===== config.mk =====
export PLATFORM = sky130hd
export DESIGN_NAME = cgf_clock_gate_ctl
export DESIGN_NICKNAME = d
export VERILOG_FILES = /design/src/logic/cgf_pkg.sv /design/src/logic/cgf_fanout_latch.sv /design/src/logic/cgf_clock_gate_ctl.sv
export VERILOG_INCLUDE_DIRS = /design/src /design/src/logic
export SDC_FILE = /design/constraint.sdc
export NUM_CORES = 1
export LEC_CHECK = 0
export ABC_AREA = 1
export BUFFER_PORTS_ARGS = -buffer_cell sky130_fd_sc_hd__buf_2
export CELL_PAD_IN_SITES_DETAIL_PLACEMENT = 1
export CELL_PAD_IN_SITES_GLOBAL_PLACEMENT = 1
export CORE_MARGIN = 5
export CORE_UTILIZATION = 33
export DETAILED_ROUTE_END_ITERATION = 6
export MAX_ROUTING_LAYER = met4
export PLACE_DENSITY = 0.75
export REMOVE_ABC_BUFFERS = 1
export SLEW_MARGIN = 20
export SYNTH_ARGS = -nofsm -noshare
export SYNTH_HDL_FRONTEND = slang
export SYNTH_HIERARCHICAL = 1
export SYNTH_SLANG_ARGS = --single-unit

===== constraint.sdc =====
create_clock -name mclk -period 1.44 [get_ports mclk]
set_clock_uncertainty 0.2 [all_clocks]
set_input_delay 0.072 -clock mclk [delete_from_list [all_inputs] [get_ports mclk]]
set_output_delay 0.072 -clock mclk [all_outputs]
set_load 0.01 [all_outputs]

===== src/logic/cgf_map.svh =====
// Register indices, field positions, reset values and codes of the clock gate block
`ifndef CGF_MAP_SVH
`define CGF_MAP_SVH

// ----------------------------------------------------------------------
// Register indices on the internal register port
// ----------------------------------------------------------------------
`define CGF_IDX_GATE      2'h0
`define CGF_IDX_MISC      2'h1
`define CGF_IDX_STS       2'h2

// ----------------------------------------------------------------------
// Reset values and write masks
// ----------------------------------------------------------------------
`define CGF_GATE_RST      16'h0000
`define CGF_GATE_WR_MASK  16'h007F
`define CGF_MISC_RST      16'h0005
`define CGF_ZERO16        16'h0000

// ----------------------------------------------------------------------
// Status register bit positions
// ----------------------------------------------------------------------
`define CGF_STS_FO1_BIT   15
`define CGF_STS_FO0_BIT   14

// ----------------------------------------------------------------------
// Field codes
// ----------------------------------------------------------------------
`define CGF_BANK_FO_IN0   2'h1
`define CGF_BANK_FO_IN1   2'h2
`define CGF_IN1_EXCL_BANK 6
`define CGF_START_NO_HOLD 2'h2
`define CGF_START_HOLD    2'h0
`define CGF_GRP_IGNORE    3'h7
`define CGF_GRP_W         3
`define CGF_FO_W          2
`define CGF_SRC_IN0       0
`define CGF_SRC_IN1       1

`endif


===== src/logic/cgf_pkg.sv =====
// Types shared by the clock gate and fan-out control block
package cgf_pkg;

    // Fan-out buffer mode of one clock input
    typedef enum logic [1:0] {
        CGF_FO_OFF    = 2'b00,
        CGF_FO_AUTO   = 2'b01,
        CGF_FO_RSV    = 2'b10,
        CGF_FO_MANUAL = 2'b11
    } cgf_fo_mode_e;

    // Clock gating register layout
    typedef struct packed {
        logic [8:0] rsv_ro;      // Always zero
        logic       rsv_rw;      // Stored, no effect
        logic [4:0] mon_gate;    // Monitor 4..0 gates
        logic       nvm_gate;    // Memory interface gate
    } cgf_gate_s;

    // Miscellaneous configuration register layout
    typedef struct packed {
        logic [4:0]   rsv_hi;    // Stored, no effect
        logic         los_sel;   // Loss-of-signal measuring clock
        cgf_fo_mode_e fo1_mode;  // Input one fan-out mode
        logic [1:0]   startup;   // Output hold until lock
        logic         ssc_share; // Spread-spectrum phase share
        cgf_fo_mode_e fo0_mode;  // Input zero fan-out mode
        logic [2:0]   rsv_lo;    // Stored, no effect
    } cgf_misc_s;

    // Edge latch state of one fan-out input
    typedef struct packed {
        logic prev_n;            // Last sampled reset pin
        logic pick;              // Latched fan-out choice
    } cgf_lat_s;

endpackage


===== src/logic/cgf_fanout_latch.sv =====
// Fan-out choice latch for one clock input, taken at the reset pin's rising edge
`timescale 1ns/1ps
`include "cgf_map.svh"

module cgf_fanout_latch
    import cgf_pkg::*;
(
    input  wire logic         mclk,
    input  wire logic         rst_b,
    input  wire cgf_fo_mode_e mode,
    input  wire logic         pin_n,   // Reset pin, choice taken at its rise
    input  wire logic         los,
    output logic              status
);

    cgf_lat_s st_reg;   // Registered state
    cgf_lat_s st_next;  // Next state

    // ----------------------------------------------------------------------
    // Next state and live status
    // ----------------------------------------------------------------------
    always_comb begin
        st_next        = st_reg;
        st_next.prev_n = pin_n;
        // Choice only moves on a rising edge while automatic
        if (mode == CGF_FO_AUTO && pin_n && !st_reg.prev_n) begin
            st_next.pick = !los;
        end
        case (mode)
            CGF_FO_MANUAL: status = 1'b1;
            CGF_FO_AUTO:   status = st_reg.pick;
            default:       status = 1'b0;
        endcase
    end

    // ----------------------------------------------------------------------
    // State register
    // ----------------------------------------------------------------------
    always_ff @(posedge mclk or negedge rst_b) begin
        if (!rst_b) begin
            st_reg <= '0;
        end else begin
            st_reg <= st_next;
        end
    end
endmodule


===== src/logic/cgf_clock_gate_ctl.sv =====
// Clock gating, loss-of-signal clock select, fan-out and startup output control
`timescale 1ns/1ps
`include "cgf_map.svh"

module cgf_clock_gate_ctl
    import cgf_pkg::*;
#(
    parameter int NUM_BANK = 8,
    parameter int NUM_OUT  = 12,
    parameter int SRC_W    = 3
) (
    input  wire logic                      mclk,
    input  wire logic                      rst_b,
    input  wire logic                      reg_wr,
    input  wire logic [1:0]                reg_addr,
    input  wire logic [15:0]               reg_wdata,
    output logic      [15:0]               reg_rdata,
    input  wire logic                      startup_active,
    input  wire logic                      apll_lock,
    input  wire logic                      los_zero,
    input  wire logic                      los_one,
    input  wire logic                      pcie_reset_zero_n,
    input  wire logic                      pcie_reset_one_n,
    input  wire logic [NUM_OUT*3-1:0]      out_dis_group,
    input  wire logic [NUM_BANK*2-1:0]     bank_fanout_mode,
    input  wire logic [NUM_BANK*SRC_W-1:0] bank_src_cfg,
    output logic      [4:0]                monitor_gate,
    output logic                           nvm_interface_gate,
    output logic                           los_clk_sel,
    output logic                           ssc_phase_share,
    output logic                           input_zero_fanout_status,
    output logic                           input_one_fanout_status,
    output logic      [NUM_OUT-1:0]        out_drv_en,
    output logic      [NUM_BANK*SRC_W-1:0] bank_src
);

    // ----------------------------------------------------------------------
    // Parameter check
    // ----------------------------------------------------------------------
    if (NUM_BANK < 1 || NUM_OUT < 1 || SRC_W < 2) begin : g_bad_param
        $error("cgf_clock_gate_ctl: unsupported parameter values");
    end

    // Whole module state in one word
    typedef struct packed {
        cgf_gate_s                 gate;   // Clock gating register
        cgf_misc_s                 misc;   // Miscellaneous configuration
        logic                      fo0;    // Input zero fan-out status
        logic                      fo1;    // Input one fan-out status
        logic [NUM_OUT-1:0]        drv;    // Output driver enables
        logic [NUM_BANK*SRC_W-1:0] src;    // Per-bank source codes
        logic [15:0]               rdata;  // Read data
    } cgf_top_s;

    // Source codes that banks read as clock input zero and one
    localparam logic [SRC_W-1:0] SRC_IN0 = SRC_W'(`CGF_SRC_IN0); // Input zero code
    localparam logic [SRC_W-1:0] SRC_IN1 = SRC_W'(`CGF_SRC_IN1); // Input one code

    cgf_top_s st_reg;    // Registered state
    cgf_top_s st_next;   // Next state
    logic     fo0_live;  // Input zero status, combinational
    logic     fo1_live;  // Input one status, combinational

    // ----------------------------------------------------------------------
    // Helpers
    // ----------------------------------------------------------------------
    // Driver enable: held off only during startup, before lock, unless exempt
    function automatic logic drv_pick(input logic [1:0] start, input logic busy,
                                      input logic lock, input logic [2:0] grp);
        drv_pick = !busy || (start == `CGF_START_NO_HOLD) || lock
                   || (grp == `CGF_GRP_IGNORE);
    endfunction

    // Bank source: fan-out overrides the configured source when active, except input one on bank six
    function automatic logic [SRC_W-1:0] bank_pick(input int b, input logic [1:0] fm,
                                                   input logic [SRC_W-1:0] cfg,
                                                   input logic s0, input logic s1);
        if (fm == `CGF_BANK_FO_IN0 && s0) begin
            bank_pick = SRC_IN0;
        end else if (fm == `CGF_BANK_FO_IN1 && s1 && b != `CGF_IN1_EXCL_BANK) begin
            bank_pick = SRC_IN1;
        end else begin
            bank_pick = cfg;
        end
    endfunction

    // ----------------------------------------------------------------------
    // Fan-out edge latches, one per clock input
    // ----------------------------------------------------------------------
    // Latches only move in automatic mode; other modes keep the last choice
    cgf_fanout_latch u_fo0 (
        .mclk    (mclk),
        .rst_b   (rst_b),
        .mode    (st_reg.misc.fo0_mode),
        .pin_n   (pcie_reset_zero_n),
        .los     (los_zero),
        .status  (fo0_live)
    );

    cgf_fanout_latch u_fo1 (
        .mclk    (mclk),
        .rst_b   (rst_b),
        .mode    (st_reg.misc.fo1_mode),
        .pin_n   (pcie_reset_one_n),
        .los     (los_one),
        .status  (fo1_live)
    );

    // ----------------------------------------------------------------------
    // Next state
    // ----------------------------------------------------------------------
    // Register port timing: a write taken at edge N shows on the register
    // outputs after N; status, driver enables and read data follow one edge
    // later and bank sources one more. The extra stages keep every pin
    // straight from a flop, at the price of two cycles of latency.
    // Reads need no strobe: read data tracks the address every cycle.
    always_comb begin
        st_next = st_reg;
        // Register writes; read-only gate bits stay zero
        // Reserved misc fields keep what is written; software keeps defaults
        if (reg_wr) begin
            case (reg_addr)
                `CGF_IDX_GATE: begin
                    st_next.gate = cgf_gate_s'(reg_wdata & `CGF_GATE_WR_MASK);
                end
                `CGF_IDX_MISC: begin
                    st_next.misc = cgf_misc_s'(reg_wdata);
                end
                default: begin
                end
            endcase
        end
        // Status follows the mode and the latched choice
        st_next.fo0 = fo0_live;
        st_next.fo1 = fo1_live;
        // Startup driver hold with per-output exemption
        for (int i = 0; i < NUM_OUT; i++) begin
            st_next.drv[i] = drv_pick(st_reg.misc.startup, startup_active, apll_lock,
                                      out_dis_group[i*`CGF_GRP_W +: `CGF_GRP_W]);
        end
        // Bank sources from fan-out status or the bank configuration
        for (int b = 0; b < NUM_BANK; b++) begin
            st_next.src[b*SRC_W +: SRC_W] =
                bank_pick(b, bank_fanout_mode[b*`CGF_FO_W +: `CGF_FO_W],
                          bank_src_cfg[b*SRC_W +: SRC_W], st_reg.fo0, st_reg.fo1);
        end
        // Read data, one cycle after the address; unmapped reads zero
        case (reg_addr)
            `CGF_IDX_GATE: st_next.rdata = st_reg.gate;
            `CGF_IDX_MISC: st_next.rdata = st_reg.misc;
            `CGF_IDX_STS: begin
                st_next.rdata = `CGF_ZERO16;
                st_next.rdata[`CGF_STS_FO1_BIT] = st_reg.fo1;
                st_next.rdata[`CGF_STS_FO0_BIT] = st_reg.fo0;
            end
            default:       st_next.rdata = `CGF_ZERO16;
        endcase
    end

    // ----------------------------------------------------------------------
    // State register
    // ----------------------------------------------------------------------
    // Drivers start disabled so nothing glitches out before the first update
    // Bank sources start at code zero until the first update as well
    always_ff @(posedge mclk or negedge rst_b) begin
        if (!rst_b) begin
            st_reg.gate  <= cgf_gate_s'(`CGF_GATE_RST);
            st_reg.misc  <= cgf_misc_s'(`CGF_MISC_RST);
            st_reg.fo0   <= 1'b0;
            st_reg.fo1   <= 1'b0;
            st_reg.drv   <= '0;
            st_reg.src   <= '0;
            st_reg.rdata <= `CGF_ZERO16;
        end else begin
            st_reg <= st_next;
        end
    end

    // ----------------------------------------------------------------------
    // Outputs, all straight from the state register
    // ----------------------------------------------------------------------
    assign reg_rdata                = st_reg.rdata;
    assign monitor_gate             = st_reg.gate.mon_gate;
    assign nvm_interface_gate       = st_reg.gate.nvm_gate;
    assign los_clk_sel              = st_reg.misc.los_sel;
    assign ssc_phase_share          = st_reg.misc.ssc_share;
    assign input_zero_fanout_status = st_reg.fo0;
    assign input_one_fanout_status  = st_reg.fo1;
    assign out_drv_en               = st_reg.drv;
    assign bank_src                 = st_reg.src;
endmodule


Yosys cells after proc, flatten, opt, wreduce, memory -nomap -nowiden
Index checks and enable logic that the tools add are counted.

word-level totals
  bits in registers = 81
  input bits = 103
  output and inout port bits = 62
  logic and storage cells = 112

operators by class
  equality and inequality tests = 34
  multiplexer cells = 18
  reduce and logical (&&, ||, !) cells = 41

operator list
  kind                                                                   number
  16-bit case mux with 3 select lines                                    1
  3-bit two-way mux                                                      15
  3-bit equality test, second input constant                             12
  2-bit by 1-bit equality test with 1-bit output, second input constant  11
  2-bit equality test, second input constant                             11
  1-bit logical AND                                                      19
  1-bit logical OR                                                       14
  1-bit zero test                                                        5
  1-bit case mux with 2 select lines                                     2
  2-bit AND reduction                                                    2
  2-bit zero test                                                        1

Longest topological paths before layout
  word-level depth = 4
  mapped depth = 5
  mapped depth without buffers = 5

Hierarchy
The synthesis kept the hierarchy.

modules (own cells, without submodules)
  module              times used  cells an instance  area an instance (sq um)  seq. area each (sq um)
  cgf_clock_gate_ctl  1           367                3338.2                    1929.4
  cgf_fanout_latch    2           11                 91.3                      50.0

Least setup slack after synthesis
OpenSTA, ideal clock, no wires.

  kind = reg2reg
  from = reg st_reg (netlist bit input_zero_fanout_status)
  to = reg st_reg (netlist bit bank_src[0])
  setup time = 0.123 ns
  arrival time = 0.904 ns
  required time = 1.117 ns
  path slack = 0.213 ns
  cell stages (with the launch flop) = 5
  buffers on the path = 1
  clock period less this slack = 1.227 ns
  cells stage by stage = dfrtp_1 -> clkbuf_1 -> nand2_1 -> o21ai_0 -> nand2_1

RTL lines
  what                    RTL line                   text
  from (decl)             cgf_clock_gate_ctl.sv:59   cgf_top_s st_reg;
  from (signal assigned)  cgf_clock_gate_ctl.sv:175  st_reg <= st_next;

==> flow_summary.json <==
{
  "status": "complete, no violations",
  "drtAntennaViolNets": 0,
  "final_util_pct": 51.9,
  "crit_fanout": 1,
  "dr.pass1.iters": 4,
  "ys_types": 16,
  "crit_path_start_kind": "primary input",
  "grt_max_degree": 37,
  "yosysMostFrequentCell": "nand2_1",
  "p_total_mw": 5.99,
  "post-cts-setup-buffer-count": 0,
  "cts_tree": "done",
  "largest_reg_flops": 24,
  "peakVddDrop_uv": 540,
  "io_pins": 165,
  "synth.avg_cell_area_um2": 9.05,
  "min_period_over_period_pct": 98.5,
  "pwr_density_cell_mw_per_mm2": 1110,
  "insertion_delay_ns": 0.35,
  "drive_gt1_share_pct": 32.2,
  "fp.dieH_um": 113,
  "gr-usage-all-layers_pct": 19.8,
  "rows": 37,
  "netlist_top_cells_area": "dfrtp_1 (56%), buf_4 (12%), nand2_1 (12%)",
  "synth_common_cells": "nand2_1 (108), dfrtp_1 (79), buf_4 (58), nand3_1 (58), nor2_1 (33)",
  "hold_path.class": "primary input to flip-flop",
  "design_area_mm2": 0.00538,
  "setup_tns_ns": 0,
  "maxSlewViolCount": 0,
  "wire_per_inst_um": 16.7,
  "dieArea_mm2": 0.0128,
  "dp_hpwl_um": 7490,
  "rsz0062_at_grt": "no",
  "core_area_mm2": 0.0104,
  "hold_ws_ns": 0.0233,
  "p_leak_nw": 2.84,
  "dp_cells": 628,
  "cap_violations": 0,
  "htreeDepth": 3,
  "crit_type": "primary input to flip-flop",
  "finalSetupViolations": 0,
  "crit_required_ns": 1.46,
  "end_kind": "flip-flop",
  "diodes": 0,
  "cts_made_buffers": 9,
  "clock.fmax_mhz": 705,
  "worstPathArrival_ns": 1.44,
  "wirelength_um": 12400,
  "route.vias.total": 3358,
  "drc": 0,
  "yosysTopAreaCellShare_pct": 56.1,
  "slew_headroom_pct": 70.5,
  "syn_to_final_growth_pct": 52.9,
  "hold_viol_final": 0,
  "die_w_um": 113,
  "initial_core_util_pct": 34.0,
  "grt_first_pass_wirelength_um": 19500,
  "yosysWarnings": 6,
  "fin_cells": 744,
  "gp_congestion": 0.841,
  "portBuffers": 164,
  "grt_overflow": 0,
  "timing.final.ws_setup_ns": 0.0219,
  "yosys.area.top_type": "dfrtp_1",
  "antenna_found_initial": 0,
  "ys_seq_elements": 81,
  "synthesis.area_mm2": 0.00352,
  "vias_per_cell": 4.51,
  "seq_area_frac_synth_pct": 57.6,
  "pre_cts_ws_ns": 0.152,
  "synth_cells": 389,
  "clkTransAtPathRegs_ns": 0.09,
  "cts-root-buf": "clkbuf_8",
  "cts.path.max_buffers": 2,
  "worst_slew_pin_slew_ns": 0.442,
  "synth_edf_count": 0,
  "synthArstFlopShare_pct": 100,
  "grt_pass1_vias": 3828,
  "placed_area_mm2": 0.00411,
  "drt-initial-drc-count": 156,
  "layout_min_cycle_time_ns": 1.42,
  "dominantRegCellSynth": "dfrtp_1",
  "finalNetCount": 706,
  "cts.sinks": 81
}
[power breakdown]
part	total, mW	switching [mW]	internal [mW]
combinational	1.12	0.575	0.543
sequential	2.71	0.167	2.54
clock	2.16	0.824	1.33
[area by class of cell]
type                    instances  area, um^2
clock inverters                 5         129
clock buffers                  11         131
repair buffers                271        1900
multi-input cells             214         920
well taps                     136         170
flip-flops and latches         81        2030
inverters                      26        97.6
fillers                      1224        4990
[cell usage in the layout, fill, tap and decap left out]
cell type / n
o21ai_0: 7
dfrtp_1: 77
nor2_2: 3
clkbuf_8: 9
inv_2: 1
a21oi_1: 1
o21a_1: 2
bufinv_16: 4
inv_1: 25
nor2_1: 33
clkinv_4: 1
nand2_1: 108
dlymetal6s4s_1: 1
dfrtp_2: 2
nand3_1: 57
buf_4: 6
nand3_2: 2
buf_2: 163
buf_12: 2
dlygate4sd3_1: 99
clkbuf_1: 2
dfstp_2: 2
nor2_4: 1
[worst paths after layout]
check	start	cells after the start	end	slack, ns
hold reg to reg	st_reg[56]$_DFFE_PN1P_	2	st_reg[56]$_DFFE_PN1P_	0.28
min in group asynchronous	rst_b	2	bank_src[6]$_DFF_PN0_	0.03
max in group asynchronous	rst_b	3	bank_src[20]$_DFF_PN0_	0.39
setup / recovery	out_dis_group[18]	5	out_drv_en[6]$_DFF_PN0_	0.02
hold / removal	out_dis_group[1]	4	out_drv_en[0]$_DFF_PN0_	0.02
setup reg to reg	st_reg[61]$_DFFE_PN0P_	2	out_drv_en[2]$_DFF_PN0_	0.18
[routing by layer]
metal	wire [um]	track usage (%)
met1	4810	20.7
met4	217	5.69
met5	0	-
met2	6700	36.7
met3	683	4.81
[cells by family after synthesis]
family	Yosys count	synth area share [%]
buf+inv	94	16.4
flops	81	57.6
simple gates	204	24.4
compound gates	10	1.56
[critical path: stages]
cell and delay, ns:
dlygate4sd3_1 0.55, buf_2 0.13, nand3_1 0.05, dlygate4sd3_1 0.56, nand3_1 0.07
[timing repair]
item,4_1_cts,5_1_grt
endpoints found under the hold margin,149,5
resized for setup,1,3
endpoints found under the setup margin,1,7
hold buffers,95,10
pin swaps,0,0
No activity file was read; power rests on OpenSTA's default activity.
